`config.mk`:
```
export PLATFORM = sky130hd
export DESIGN_NAME = cantx_handler
export DESIGN_NICKNAME = d
export VERILOG_FILES = /design/src/cantx_pkg.sv /design/src/cantx_handler.sv
export VERILOG_INCLUDE_DIRS = /design/src
export SDC_FILE = /design/constraint.sdc
export NUM_CORES = 1
export LEC_CHECK = 0
export BUFFER_PORTS_ARGS = -buffer_cell sky130_fd_sc_hd__buf_2
export CORE_AREA = 2 2 170 172
export DETAILED_ROUTE_END_ITERATION = 8
export DIE_AREA = 0 0 172 174
export PLACE_DENSITY = 0.82
export SYNTH_ARGS = -nofsm -noshare
export SYNTH_HDL_FRONTEND = slang
export SYNTH_SLANG_ARGS = --single-unit
```
`constraint.sdc`:
```
create_clock -name clk_i -period 36.6 [get_ports clk_i]
set_input_delay 5.49 -clock clk_i [delete_from_list [all_inputs] [get_ports clk_i]]
set_output_delay 5.49 -clock clk_i [all_outputs]
set_load 0.05 [all_outputs]
```
`src/cantx_params.svh`:
```
/*
 CAN transmit handler and FIFO 1 configuration: register offsets, field
 positions, reset values and timing counts. Assumes a 32-bit Avalon-MM
 slave with byte addresses, and a bit-time tick from the protocol engine.
*/
// Function
// RQ1 - Classic frame when FD disabled, or FD enabled with buffer FD flag clear.
// RQ2 - FD with rate switch only when all four enables set; else plain FD.
// RQ3 - Restart priority scan on pending-register change and on transmission start.
// RQ4 - Pending buffer with lowest identifier wins the scan.
// RQ5 - With pause on, wait two idle bit times after each good transmission.
// RQ6 - Transmit pause enable resets to zero.
// RQ7 - After a received frame no extra pause is added.
// RQ8 - Equal identifiers: lowest buffer index goes first.
// RQ9 - Software sets an add-request bit after writing buffer data.
// RQ10 - Dedicated buffers compete with FIFO or queue entry by identifier.
// RQ11 - Line-select bit 0 routes flag to line zero, 1 to line one.
// RQ12 - Error line-select bits sit at positions 29 down to 22.
// RQ13 - Dedicated receive line select at bit 19; bits 31:30, 21, 20 unimplemented.
// RQ14 - FIFO 1 configuration writable only with config-change enable and init set.
// RQ15 - Bit 31 selects blocking (0) or overwrite (1) for FIFO 1.
// RQ16 - Watermark 1 to 64 sets level; 0 or above 64 disables it.
// RQ17 - Size 0 means no FIFO; above 64 clamps to 64.
// RQ18 - FIFO 1 elements indexed from zero to size minus one.
// RQ19 - Start address in bits 15:2; bits 1:0 and 23 read zero.
`ifndef CANTX_PARAMS_SVH
`define CANTX_PARAMS_SVH

`define CANTX_OFS_CTRL 8'h00
`define CANTX_OFS_ADD_REQ 8'h04
`define CANTX_OFS_PENDING 8'h08
`define CANTX_OFS_STATUS 8'h0C
`define CANTX_OFS_IRQ_STAT 8'h10
`define CANTX_OFS_IRQ_MASK 8'h14
`define CANTX_OFS_ILS 8'h58
`define CANTX_OFS_RXF1C 8'hB0

`define CANTX_CTRL_INIT 0
`define CANTX_CTRL_CFG_EN 1
`define CANTX_CTRL_PAUSE_EN 2
`define CANTX_CTRL_FD_EN 3
`define CANTX_CTRL_SWITCH_EN 4
`define CANTX_CTRL_MASK 32'h0000_001F

`define CANTX_ILS_MASK 32'h3FCF_FFFF
`define CANTX_RXF1C_MASK 32'hFF7F_FFFC
`define CANTX_F1_MODE_BIT 31
`define CANTX_F1_WMARK_LSB 24
`define CANTX_F1_SIZE_LSB 16
`define CANTX_FIFO_MAX 7'h40

`define CANTX_RESET_VAL 32'h0000_0000
`define CANTX_PAUSE_BITS 2'h2

`endif

```
`src/cantx_pkg.sv`:
```
/*
 Types of the CAN transmit handler. Assumes cantx_params.svh for numbers.
*/
package cantx_pkg;
  typedef enum logic [1:0] {
    CANTX_FMT_CLASSIC = 2'b00,
    CANTX_FMT_FD = 2'b01,
    CANTX_FMT_FD_SWITCH = 2'b10
  } cantx_fmt_t;

  typedef enum logic [1:0] {
    CANTX_ST_IDLE = 2'b00,
    CANTX_ST_BUSY = 2'b01,
    CANTX_ST_PAUSE = 2'b10
  } cantx_state_t;
endpackage : cantx_pkg

```
`src/cantx_handler.sv`:
```
/*
 CAN transmit handler, interrupt line routing and receive FIFO 1
 configuration behind an Avalon-MM slave. Assumes a protocol engine that
 reports transmission start/success, received frames, bus idle and a
 one-cycle tick per bit time, and reads identifiers of dedicated buffers.
*/
// Implementation choice: the Avalon-MM register port.
`timescale 1ns/1ps
`include "cantx_params.svh"

module cantx_handler #(
  parameter int NBUF = 8,
  parameter int IDW = 29
) (
  input wire logic clk_i,
  input wire logic sys_rst_i,
  input wire logic [7:0] avs_address_i,
  input wire logic avs_read_i,
  input wire logic avs_write_i,
  input wire logic [31:0] avs_writedata_i,
  input wire logic [3:0] avs_byteenable_i,
  output logic [31:0] avs_readdata_o,
  output logic avs_waitrequest_o,
  input wire logic [NBUF*IDW-1:0] buf_ids_i,
  input wire logic [NBUF-1:0] buf_fd_flag_i,
  input wire logic [NBUF-1:0] buf_rs_flag_i,
  input wire logic fifo_req_i,
  input wire logic [IDW-1:0] fifo_id_i,
  input wire logic tx_started_i,
  input wire logic tx_success_i,
  input wire logic rx_done_i,
  input wire logic bus_idle_i,
  input wire logic bit_tick_i,
  input wire logic [31:0] irq_flags_i,
  output logic tx_request_o,
  output logic tx_from_fifo_o,
  output logic [$clog2(NBUF)-1:0] tx_buf_idx_o,
  output logic [1:0] tx_format_o,
  output logic scan_start_o,
  output logic irq_line_zero_o,
  output logic irq_line_one_o,
  output logic fifo1_operation_mode_o,
  output logic fifo1_wm_enable_o,
  output logic [6:0] fifo1_watermark_o,
  output logic [6:0] fifo1_size_o,
  output logic [6:0] fifo1_last_index_o,
  output logic [13:0] fifo1_start_address_o,
  output logic irq_o
);
  localparam int IW = $clog2(NBUF);

  typedef struct packed {
    logic [31:0] ctrl;
    logic [NBUF-1:0] pending;
    logic [31:0] ils;
    logic [31:0] rxf1c;
    logic [2:0] irq_stat;
    logic [2:0] irq_mask;
    logic [31:0] rdata;
    logic ack;
    cantx_pkg::cantx_state_t state;
    logic [1:0] pause_cnt;
    logic scan;
    logic win_valid;
    logic win_fifo;
    logic [IW-1:0] win_idx;
    logic [1:0] win_fmt;
  } cantx_state_s_t;

  cantx_state_s_t st_reg;
  cantx_state_s_t st_next;

  ////////////////////////////////////////////////////////////////////////
  // Priority scan over dedicated buffers, one combinational pass
  logic [NBUF-1:0] cand;
  logic [IDW-1:0] best_id [0:NBUF];
  logic [IW-1:0] best_idx [0:NBUF];
  logic best_vld [0:NBUF];

  assign best_id[0] = '1;
  assign best_idx[0] = '0;
  assign best_vld[0] = 1'b0;

  genvar g;
  generate
    for (g = 0; g < NBUF; g++) begin : g_scan
      logic [IDW-1:0] id_g;
      logic take;
      assign id_g = buf_ids_i[g*IDW +: IDW];
      // Strict less-than keeps the lower index on a tie
      assign take = st_reg.pending[g] && (!best_vld[g] || id_g < best_id[g]); // RQ4 RQ8
      assign best_id[g+1] = take ? id_g : best_id[g];
      assign best_idx[g+1] = take ? IW'(g) : best_idx[g];
      assign best_vld[g+1] = best_vld[g] | take;
    end
  endgenerate

  // Dedicated buffer wins a tie against the FIFO entry
  logic fifo_wins;
  assign fifo_wins = fifo_req_i && (!best_vld[NBUF] || fifo_id_i < best_id[NBUF]); // RQ10

  function automatic logic [1:0] frame_fmt(input logic fd_en, input logic sw_en,
                                           input logic buf_fd, input logic buf_sw);
    logic [1:0] f;
    f = cantx_pkg::CANTX_FMT_CLASSIC; // RQ1
    if (fd_en && buf_fd) begin
      f = (sw_en && buf_sw) ? cantx_pkg::CANTX_FMT_FD_SWITCH : cantx_pkg::CANTX_FMT_FD; // RQ2
    end
    return f;
  endfunction : frame_fmt

  ////////////////////////////////////////////////////////////////////////
  // Register access and handler state
  logic hit_ctrl;
  logic hit_add;
  logic hit_irqs;
  logic hit_irqm;
  logic hit_ils;
  logic hit_rxf1c;
  logic [31:0] bmask;
  logic [31:0] wr_d;
  logic [NBUF-1:0] add_bits;
  logic [2:0] events;

  assign bmask = {{8{avs_byteenable_i[3]}}, {8{avs_byteenable_i[2]}},
                  {8{avs_byteenable_i[1]}}, {8{avs_byteenable_i[0]}}};
  assign wr_d = avs_writedata_i & bmask;
  assign add_bits = wr_d[NBUF-1:0];
  assign events = {rx_done_i, tx_success_i, tx_started_i};

  always_comb begin
    logic wr;
    logic cfg_ok;
    logic [7:0] a;
    st_next = st_reg;
    // Write lands on the edge that ends the wait
    wr = avs_write_i && st_reg.ack;
    a = avs_address_i;
    cfg_ok = st_reg.ctrl[`CANTX_CTRL_CFG_EN] && st_reg.ctrl[`CANTX_CTRL_INIT];
    hit_ctrl = wr && a == `CANTX_OFS_CTRL;
    hit_add = wr && a == `CANTX_OFS_ADD_REQ;
    hit_irqs = wr && a == `CANTX_OFS_IRQ_STAT;
    hit_irqm = wr && a == `CANTX_OFS_IRQ_MASK;
    hit_ils = wr && a == `CANTX_OFS_ILS;
    hit_rxf1c = wr && a == `CANTX_OFS_RXF1C && cfg_ok; // RQ14
    st_next.ack = (avs_read_i || avs_write_i) && !st_reg.ack;
    st_next.scan = 1'b0;
    if (hit_ctrl) begin
      st_next.ctrl = (st_reg.ctrl & ~bmask) | (wr_d & `CANTX_CTRL_MASK); // RQ6
    end
    if (hit_ils) begin
      st_next.ils = (st_reg.ils & ~bmask) | (wr_d & `CANTX_ILS_MASK); // RQ11 RQ12 RQ13
    end
    if (hit_rxf1c) begin
      st_next.rxf1c = (st_reg.rxf1c & ~bmask) | (wr_d & `CANTX_RXF1C_MASK); // RQ15 RQ19
    end
    if (hit_irqm) begin
      st_next.irq_mask = wr_d[2:0];
    end
    // Event set wins over a write-one clear in the same cycle
    st_next.irq_stat = (hit_irqs ? st_reg.irq_stat & ~wr_d[2:0] : st_reg.irq_stat) | events;
    // Served buffer drops out when its transmission succeeds
    if (tx_success_i && st_reg.win_valid && !st_reg.win_fifo) begin
      st_next.pending[st_reg.win_idx] = 1'b0;
    end
    if (hit_add) begin
      st_next.pending = st_next.pending | add_bits; // RQ9
    end
    // Rescan after success too, so a FIFO winner is not kept stale
    if (st_next.pending != st_reg.pending || tx_started_i || tx_success_i) begin
      st_next.scan = 1'b1; // RQ3
    end
    if (st_reg.scan) begin
      st_next.win_valid = best_vld[NBUF] || fifo_req_i;
      st_next.win_fifo = fifo_wins;
      st_next.win_idx = best_idx[NBUF];
      st_next.win_fmt = frame_fmt(st_reg.ctrl[`CANTX_CTRL_FD_EN], st_reg.ctrl[`CANTX_CTRL_SWITCH_EN],
                                  buf_fd_flag_i[best_idx[NBUF]], buf_rs_flag_i[best_idx[NBUF]]);
    end
    unique case (st_reg.state)
      cantx_pkg::CANTX_ST_IDLE: begin
        if (tx_started_i) begin
          st_next.state = cantx_pkg::CANTX_ST_BUSY;
        end
      end
      cantx_pkg::CANTX_ST_BUSY: begin
        if (tx_success_i && st_reg.ctrl[`CANTX_CTRL_PAUSE_EN]) begin
          st_next.state = cantx_pkg::CANTX_ST_PAUSE; // RQ5
          st_next.pause_cnt = `CANTX_PAUSE_BITS;
        end else if (tx_success_i || !bus_idle_i) begin
          st_next.state = tx_success_i ? cantx_pkg::CANTX_ST_IDLE : st_reg.state;
        end
      end
      cantx_pkg::CANTX_ST_PAUSE: begin
        // Another node's frame ends the pause early; its end frees us
        if (rx_done_i) begin
          st_next.state = cantx_pkg::CANTX_ST_IDLE; // RQ7
        end else if (!bus_idle_i) begin
          st_next.pause_cnt = `CANTX_PAUSE_BITS;
        end else if (bit_tick_i) begin
          st_next.pause_cnt = st_reg.pause_cnt - 2'h1;
          if (st_reg.pause_cnt == 2'h1) begin
            st_next.state = cantx_pkg::CANTX_ST_IDLE; // RQ5
          end
        end
      end
      default: begin
        st_next.state = cantx_pkg::CANTX_ST_IDLE;
      end
    endcase
    unique case (a)
      `CANTX_OFS_CTRL: st_next.rdata = st_reg.ctrl;
      `CANTX_OFS_PENDING: st_next.rdata = 32'(st_reg.pending);
      `CANTX_OFS_STATUS: st_next.rdata = {24'h00_0000, 1'b0, st_reg.win_valid, st_reg.win_fmt,
                                          st_reg.state, st_reg.pause_cnt};
      `CANTX_OFS_IRQ_STAT: st_next.rdata = {29'h0000_0000, st_reg.irq_stat};
      `CANTX_OFS_IRQ_MASK: st_next.rdata = {29'h0000_0000, st_reg.irq_mask};
      `CANTX_OFS_ILS: st_next.rdata = st_reg.ils;
      `CANTX_OFS_RXF1C: st_next.rdata = st_reg.rxf1c;
      default: st_next.rdata = 32'h0000_0000;
    endcase
    if (tx_started_i || tx_success_i) begin
      st_next.win_valid = 1'b0;
    end
  end

  always_ff @(posedge clk_i) begin
    if (sys_rst_i) begin
      st_reg <= '0;
    end else begin
      st_reg <= st_next;
    end
  end

  ////////////////////////////////////////////////////////////////////////
  // Outputs
  logic [6:0] size_raw;
  logic [6:0] wmark_raw;
  assign size_raw = st_reg.rxf1c[`CANTX_F1_SIZE_LSB +: 7];
  assign wmark_raw = st_reg.rxf1c[`CANTX_F1_WMARK_LSB +: 7];

  assign avs_readdata_o = st_reg.rdata;
  assign avs_waitrequest_o = (avs_read_i || avs_write_i) && !st_reg.ack;
  assign tx_request_o = st_reg.win_valid && st_reg.state == cantx_pkg::CANTX_ST_IDLE;
  assign tx_from_fifo_o = st_reg.win_fifo;
  assign tx_buf_idx_o = st_reg.win_idx;
  assign tx_format_o = st_reg.win_fmt;
  assign scan_start_o = st_reg.scan;
  assign irq_line_zero_o = |(irq_flags_i & ~st_reg.ils & `CANTX_ILS_MASK); // RQ11
  assign irq_line_one_o = |(irq_flags_i & st_reg.ils); // RQ11
  assign fifo1_operation_mode_o = st_reg.rxf1c[`CANTX_F1_MODE_BIT]; // RQ15
  assign fifo1_watermark_o = wmark_raw;
  assign fifo1_wm_enable_o = wmark_raw != 7'h00 && wmark_raw <= `CANTX_FIFO_MAX; // RQ16
  assign fifo1_size_o = (size_raw > `CANTX_FIFO_MAX) ? `CANTX_FIFO_MAX : size_raw; // RQ17
  assign fifo1_last_index_o = fifo1_size_o - 7'h01; // RQ18
  assign fifo1_start_address_o = st_reg.rxf1c[15:2]; // RQ19
  assign irq_o = |(st_reg.irq_stat & st_reg.irq_mask);
endmodule : cantx_handler

```
==> summary.txt, run 1 <==
Die
  – Initial Utilization: between 50 and 60%
  – DIE HEIGHT: 174 um
  – Die X: 172 um
  – Row cnt: 62
  – Boundary Pins: 444
  – DIE AREA: between 0.02 and 0.03 mm^2
  – CORE AREA: ~0.028 mm^2

Timing
  – Actual slew at the worst max-slew pin: ~0.95 ns
  – Hold_ws: between 0.4 and 0.5 ns
  – F_max: around 38 MHz
  – Setup TNS: 0 ns
  – Setup violators final: 0
  – RSZ-0062 raised after global routing: false
  – Relative slew slack: between 30% and 40%
  – Pins Over Slew Limit: 0
  – Fin crit share: around 73%
  – Clock Skew: ~0.013 ns
  – Final hold violation count: 0
  – Final min period: around 27 ns

Worst setup path
  – Data arrival time of the worst path: ~27 ns
  – Critical Path Max Stage Delay: 0.68 ns
  – CP dominant cell by count: a21oi_1
  – Crit-path max FO: 56
  – Crit. End Element: flip-flop
  – Slowest CP cell: nand2_2
  – Data required time of the critical path: 36.95 ns
  – WS Path Type: input port to flip-flop
  – Setup crit start kind: input port

Routing
  – Vias: roughly 17000
  – Post-Route WL: about 54 mm
  – DR iter-0 viols: approximately 1600
  – First-pass detailed-route iteration total: 9
  – ANT nets after route: 0
  – Vias per cell: 6.05
  – Post-route DRC violation count: 7
  – Wire per inst: 19.6 um

Synth
  – Post-Syn Area: between 0.015 and 0.02 mm^2
  – Yosys warnings: 0
  – Post-synthesis sequential area ratio: around 20%
  – #FFs+latches synth: about 160
  – Number of flops mapped to enable cells by yosys: 0
  – Synth top area share: around a fifth
  – List of most frequent post-synthesis cells: 220 x a21oi_1, 202 x ha_1, 200 x nand2_1
  – Asr flop ratio synth: 0%
  – Prevailing post-synth register cell: dfxtp_1
  – Syn Inst Count: slightly above 2000
  – Synth area leaders: dfxtp_1 20%, ha_1 17%, a21oi_1 7.2%, nand2_1 4.9%, nor2_1 4.1%
  – Largest area contributor in the netlist: dfxtp_1
  – Count leader, synth: a21oi_1
  – Syn Area/Cell: 7.47 um^2
  – Synthesized Nets: between 2000 and 3000
  – Unique masters post-synth: 98

Final layout
  – Share of cells above drive strength 1: 22.9%
  – Nets: roughly 3000
  – Area grow syn2layout: 17.6%

Place
  – GP Congestion: between 0.9 and 1
  – Detailed Place HPWL: about 44 mm
  – Buffers on Ports: 443

Power
  – PD cells: about 23 mW/mm^2
  – Max rail drop VDD: ~0.036 mV
  – Total power: about 400 uW
  – Leak pwr: about 0.0095 uW

Job
  – Max Cap Viol: 0

Status
  – Violated checks: DRC
  – Status: finished, violations left

Clocking
  – Sink Count: around 160
  – Cts hold-fix bufs: 0
  – Post-CTS Resized: 0
  – CTS tree: built
  – Max Buffers Root-to-Sink: 2
  – CTS H-tree depth: 4
  – Post-CTS Setup Bufs: 0
  – Clk slew on worst S/H paths: approximately 0.07 ns
  – Num CTS Buffers: 17
  – Clock root buffer: clkbuf_16
  – Worst-Skew Late Latency: between 0.4 and 0.5 ns

Worst hold path
  – Worst min path class: flip-flop to flip-flop

Global route
  – Total track usage: approximately a third
  – Vias in the first global route: ~16000
  – Initial antenna violation count: 20
  – Largest net degree at the start of global routing: 75
  – First-pass GRT wire length: ~83 mm
  – Grt ovf: 0
-- kinds of logic (layout without fill, tap and decap cells) --
family	count (synthesis)	in the layout	share of synthesized area [%]
buffers and inverters	306	650	9.12
adder cells (fa/ha/maj)	206	206	16.9
multiplexers	89	89	6.15
other	0	17	0
AND/OR/NAND/NOR	670	670	21.3
AO/OA/AOI/OAI	599	599	25.4
XOR/XNOR	13	13	0.748
flip-flops	155	155	20.4
-- metal layers --
layer,vias up,global-route usage [%],wire length (um)
met5,-,0,72
met1,7746,46.3,22700
met4,10,12.3,1730
met2,921,55.8,24200
met3,126,8.70,5800
li1,8048,-,-
-- final timing paths --
kind,startpoint,end,slack [ns],depth (start not counted)
setup / recovery,buf_ids_i[27],tx_from_fifo_o,10.00,106
hold / removal,st_reg[133],st_reg[133],0.46,1
setup reg to reg,best_vld[7],tx_from_fifo_o,13.42,106
hold reg to reg,st_reg[133],st_reg[133],0.46,1
-- cell usage in the layout (no fill, tap or decap), drive strengths merged, types with 8 or more instances in the layout --
| cell type | n |
|---|---|
| buf | 455 |
| mux2 | 27 |
| nor2b | 31 |
| inv | 168 |
| a22oi | 25 |
| a221oi | 12 |
| and2 | 34 |
| nand4 | 32 |
| and4 | 9 |
| ha | 202 |
| o21ai | 121 |
| nor2 | 167 |
| a21oi | 224 |
| nand2 | 201 |
| o211ai | 13 |
| nand3 | 95 |
| a21o | 47 |
| a31oi | 11 |
| nor4 | 8 |
| o21a | 9 |
| a211oi | 16 |
| xnor2 | 11 |
| and3 | 12 |
| diode | 17 |
| nor3 | 22 |
| clkbuf | 17 |
| o22ai | 20 |
| a222oi | 25 |
| mux2i | 62 |
| clkinv | 9 |
| nand2b | 19 |
| dfxtp | 155 |
-- critical path: cells and delay by family --
family | cells | cell delay [ns]
compound gates | 51 | 10.35
simple gates | 32 | 5.22
fa+ha+maj | 8 | 2.39
buf+inv | 11 | 2.18
mux | 4 | 1.25
-- through the flow --
step	std cells	instance area, um^2	utilization [%]	setup WS [ns]
floorplan	2038	15200	-	12.11
finish	2783	17900	63.4	10.00
detailed placement	2734	17300	61.1	9.99
global route	2777	17900	63.4	7.89
CTS	2766	17900	63.3	10.39
global placement	2734	17300	61.1	10.80
-- cell type report --
type,instances,area (um^2)
diodes,17,42.5
clock buffers,17,425
clock inverters,15,180
fillers,2631,10300
inverters,163,612
multi-input cells,1577,10800
flip-flops and latches,155,3100
well taps,384,480
repair buffers,455,2310
-- where the power goes --
part	internal (uW)	switching [uW]
clock	92.1	83.4
sequential	169	1.22
combinational	24.8	33.5
total	286	118
Note: power is estimated with default switching activity, not from simulation.
==> run 2: changes to the inputs <==
- ABC_AREA: unset -> 1
- CORE_AREA: 2 2 170 172 -> 2 2 175 177
- DIE_AREA: 0 0 172 174 -> 0 0 177 179
- PLACE_DENSITY: 0.82 -> 0.77
- clock period: 36.6 -> 24.9 ns (I/O delays scaled with it)
==> run 2 against run 1 <==
  * The flow now finishes without violations
  * Global-route usage shrank 4.4 points
  * Combinational power increased by 43%
  * Routed wire length is 5.0% lower
  * Design area decreased by 2.8%
  * Sequential share of layout area rose by 0.49 points
  * First-iteration DRC count fell by 25%
  * Via count rose by 0.27%
  * Final cell count rose by 9.7%
  * Synthesized area shrank 2.1%
  * Utilization down 5.4 points
  * Clock skew is 0.0023 ns lower
  * Power up 44%
  * Critical endpoint unchanged
==> summary.txt, run 2 <==
Power
  – PD cells: 33.4 mW/mm^2 (+48%)
  – Leak pwr: 0.00912 uW (-4.3%)
  – Max rail drop VDD: 0.0498 mV (+39%)
  – Switching share of power: 28.2% (-1.0 points)
  – Net Switching: 164 uW (+39%)
  – Total internal power: 418 uW (+46%)
  – Sequential power share: 43.0% (+0.8 points)
  – Combinational group share of total power: 14.3% (about the same)
  – Clock Power Share: 42.7% (-0.7 points)

Worst setup path
  – Setup crit start kind: input port
  – Critical Path Max Stage Delay: 0.65 ns (-0.03 ns)
  – CP dominant cell by count: nand2_1
  – Data required time of the critical path: 25.24 ns (-11.71 ns)
  – Data arrival time of the worst path: 21.32 ns (-5.62 ns)
  – Crit. End Element: flip-flop
  – Slowest CP cell: o21ai_0
  – WS Path Type: input port to flip-flop
  – Crit-path max FO: 60 (+7.1%)

Clocking
  – Post-CTS Resized: 0 (unchanged)
  – Sink Count: 155 (unchanged)
  – Clk slew on worst S/H paths: 0.07 ns (about the same)
  – Max Buffers Root-to-Sink: 2 (unchanged)
  – Cts hold-fix bufs: 0 (unchanged)
  – Worst-Skew Late Latency: 0.42 ns (about the same)
  – Clock root buffer: clkbuf_16
  – Num CTS Buffers: 17 (unchanged)
  – CTS tree: built
  – CTS H-tree depth: 4 (unchanged)
  – Post-CTS Setup Bufs: 0 (unchanged)

Routing
  – ANT nets after route: 0 (unchanged)
  – Vias per cell: 5.53 (-8.6%)
  – Wire per inst: 16.9 um (-13%)
  – Post-route DRC violation count: 0 (-7)
  – Vias: 16896 (+0.27%)
  – Post-Route WL: 51.7 mm (-5.0%)
  – DR iter-0 viols: 1170 (-25%)
  – First-pass detailed-route iteration total: 5 (-4)

Synth
  – Prevailing post-synth register cell: dfxtp_1
  – #FFs+latches synth: 155 (unchanged)
  – List of most frequent post-synthesis cells: 518 x nand2_1, 303 x inv_1, 269 x o21ai_0
  – Number of flops mapped to enable cells by yosys: 0 (unchanged)
  – Post-synthesis sequential area ratio: 20.8% (+0.44 points)
  – Unique masters post-synth: 48 (-51%)
  – Largest area contributor in the netlist: dfxtp_1
  – Post-Syn Area: 0.0149 mm^2 (-2.1%)
  – Synth area leaders: dfxtp_1 21%, ha_1 17%, nand2_1 13%, o21ai_0 9.0%, inv_1 7.6%
  – Syn Inst Count: 2321 (+14%)
  – Synthesized Nets: 2886 (+11%)
  – Syn Area/Cell: 6.42 um^2 (-14%)
  – Yosys warnings: 0 (unchanged)
  – Synth top area share: 20.8% (+0.44 points)
  – Asr flop ratio synth: 0% (unchanged)
  – Count leader, synth: nand2_1

Timing
  – Final min period: 20.98 ns
  – Clock Skew: 0.0112 ns (-0.00226 ns)
  – Fin crit share: 84.2%
  – Setup TNS: 0 ns (unchanged)
  – Setup violators final: 0 (unchanged)
  – Final hold violation count: 0 (unchanged)
  – Hold_ws: 0.460 ns (-0.00308 ns)
  – RSZ-0062 raised after global routing: false
  – Relative slew slack: 38.1% (+1.8 points)
  – Actual slew at the worst max-slew pin: 0.921 ns (-0.0305 ns)
  – Final WS setup: 3.92 ns (-6.08 ns)
  – Pins Over Slew Limit: 0 (unchanged)
  – F_max: around 48 MHz

Global route
  – First-pass GRT wire length: 77.4 mm (-7.3%)
  – Grt ovf: 0 (unchanged)
  – Vias in the first global route: 15864 (+0.43%)
  – Total track usage: 30.8% (-4.4 points)
  – Initial antenna violation count: 5 (-75%)
  – Largest net degree at the start of global routing: 63 (-16%)

Place
  – Detailed Place HPWL: 43.1 mm (-2.7%)
  – Pre-CTS setup slack: 3.64 ns (-6.35 ns)
  – GP Congestion: 0.925 (-5.1%)
  – Buffers on Ports: 443 (unchanged)

Final layout
  – Most frequent cells in the layout: 518 x nand2_1, 443 x buf_2, 302 x inv_1
  – Commonest non-fill, non-tap cell in the layout: nand2_1
  – Share of cells above drive strength 1: 19.4% (-3.5 points)
  – Fill cells: 2965 (+13%)
  – Nets: 3204 (+9.2%)
  – Area grow syn2layout: 16.8%
  – Area of the multi-input gates: 0.00983 mm^2 (-8.6%)
  – Register area: 0.00310 mm^2 (unchanged)

Job
  – Max Cap Viol: 0 (unchanged)

Die
  – Row cnt: 64 (+3.2%)
  – Boundary Pins: 444 (unchanged)
  – DIE AREA: 0.0317 mm^2 (+5.9%)
  – Die X: 177 um (+2.9%)
  – CORE AREA: 0.0300 mm^2 (+6.3%)
  – Initial Utilization: 49.6% (-4.3 points)
  – DIE HEIGHT: 179 um (+2.9%)

Status
  – Status: finished, final reports clean

Worst hold path
  – Worst min path class: flip-flop to flip-flop
[run 2: changes by cell type in the layout (fill, tap and decap cells not counted), sizes merged, moves of 54 or more]
cell	delta
a21oi	-54
o21ai	+153
nand3	+74
inv	+143
mux2i	-62
nand2	+339
[run 2: path summary, 6_finish.rpt]
path	slack, ns	to	cells after the start	start
worst max-delay path	3.92	tx_from_fifo_o	85	buf_ids_i[24]
worst min register to register	0.46	st_reg[128]	2	st_reg[128]
worst max register to register	6.31	tx_from_fifo_o	86	best_vld[7]
worst min-delay path	0.46	st_reg[128]	2	st_reg[128]
[run 2: critical path: cells and delay by family]
kind,cells,cell delay [ns]
and+or+nand+nor,46,8.86
adders and majority gates,8,2.50
buffers and inverters,1,0.09
AOI/OAI and AO/OA,30,5.98
[run 2: final cells by class]
class | instances | area share (%)
antenna | 6 | 0.0863
clock buffer | 18 | 2.52
clock inverter | 14 | 0.769
inverter | 306 | 6.60
multi-input combinational | 1712 | 56.4
sequential | 155 | 17.8
tap | 396 | 2.85
timing repair buffer | 447 | 12.9
[run 2: per-stage QoR]
stage / utilization [%] / area, um^2 / total power [uW] / std cells
after floorplan: - / 14900 / 289 / 2321
after global placement: 56.0 / 16800 / 336 / 3016
after detailed placement: 56.0 / 16800 / 337 / 3016
after CTS: 57.9 / 17400 / 582 / 3048
after global routing: 58.0 / 17400 / 601 / 3053
final: 58.0 / 17400 / 582 / 3054
[run 2: metal layers]
layer,track usage [%],vias up,part of all wire (%)
met5,0,-,0
met4,14.3,0,3.9
met3,4.90,131,7.1
met2,55.6,650,49
met1,35.4,7682,40
li1,-,8433,-
[run 2: kinds of logic (layout without fill, tap and decap cells)]
kind of cell / after synthesis / after routing / share of synthesized area [%]
AOI/OAI and AO/OA: 585 / 585 / 22.3
buffers and inverters: 454 / 785 / 13.3
xor gates and xnor gates: 4 / 4 / 0.235
and+or+nand+nor: 921 / 921 / 26.4
adders and majority gates: 202 / 202 / 17.0
DFF: 155 / 155 / 20.8
other: 0 / 6 / 0
[run 2: power by group through the flow]
stage / Combinational [uW] / Clock [uW] / Sequential, uW
floorplan: 32.5 / 0 / 256
global placement: 80.1 / 0 / 256
detailed placement: 81.6 / 0 / 256
CTS: 82.0 / 249 / 250
global route: 92.0 / 258 / 250
finish: 83.3 / 249 / 250
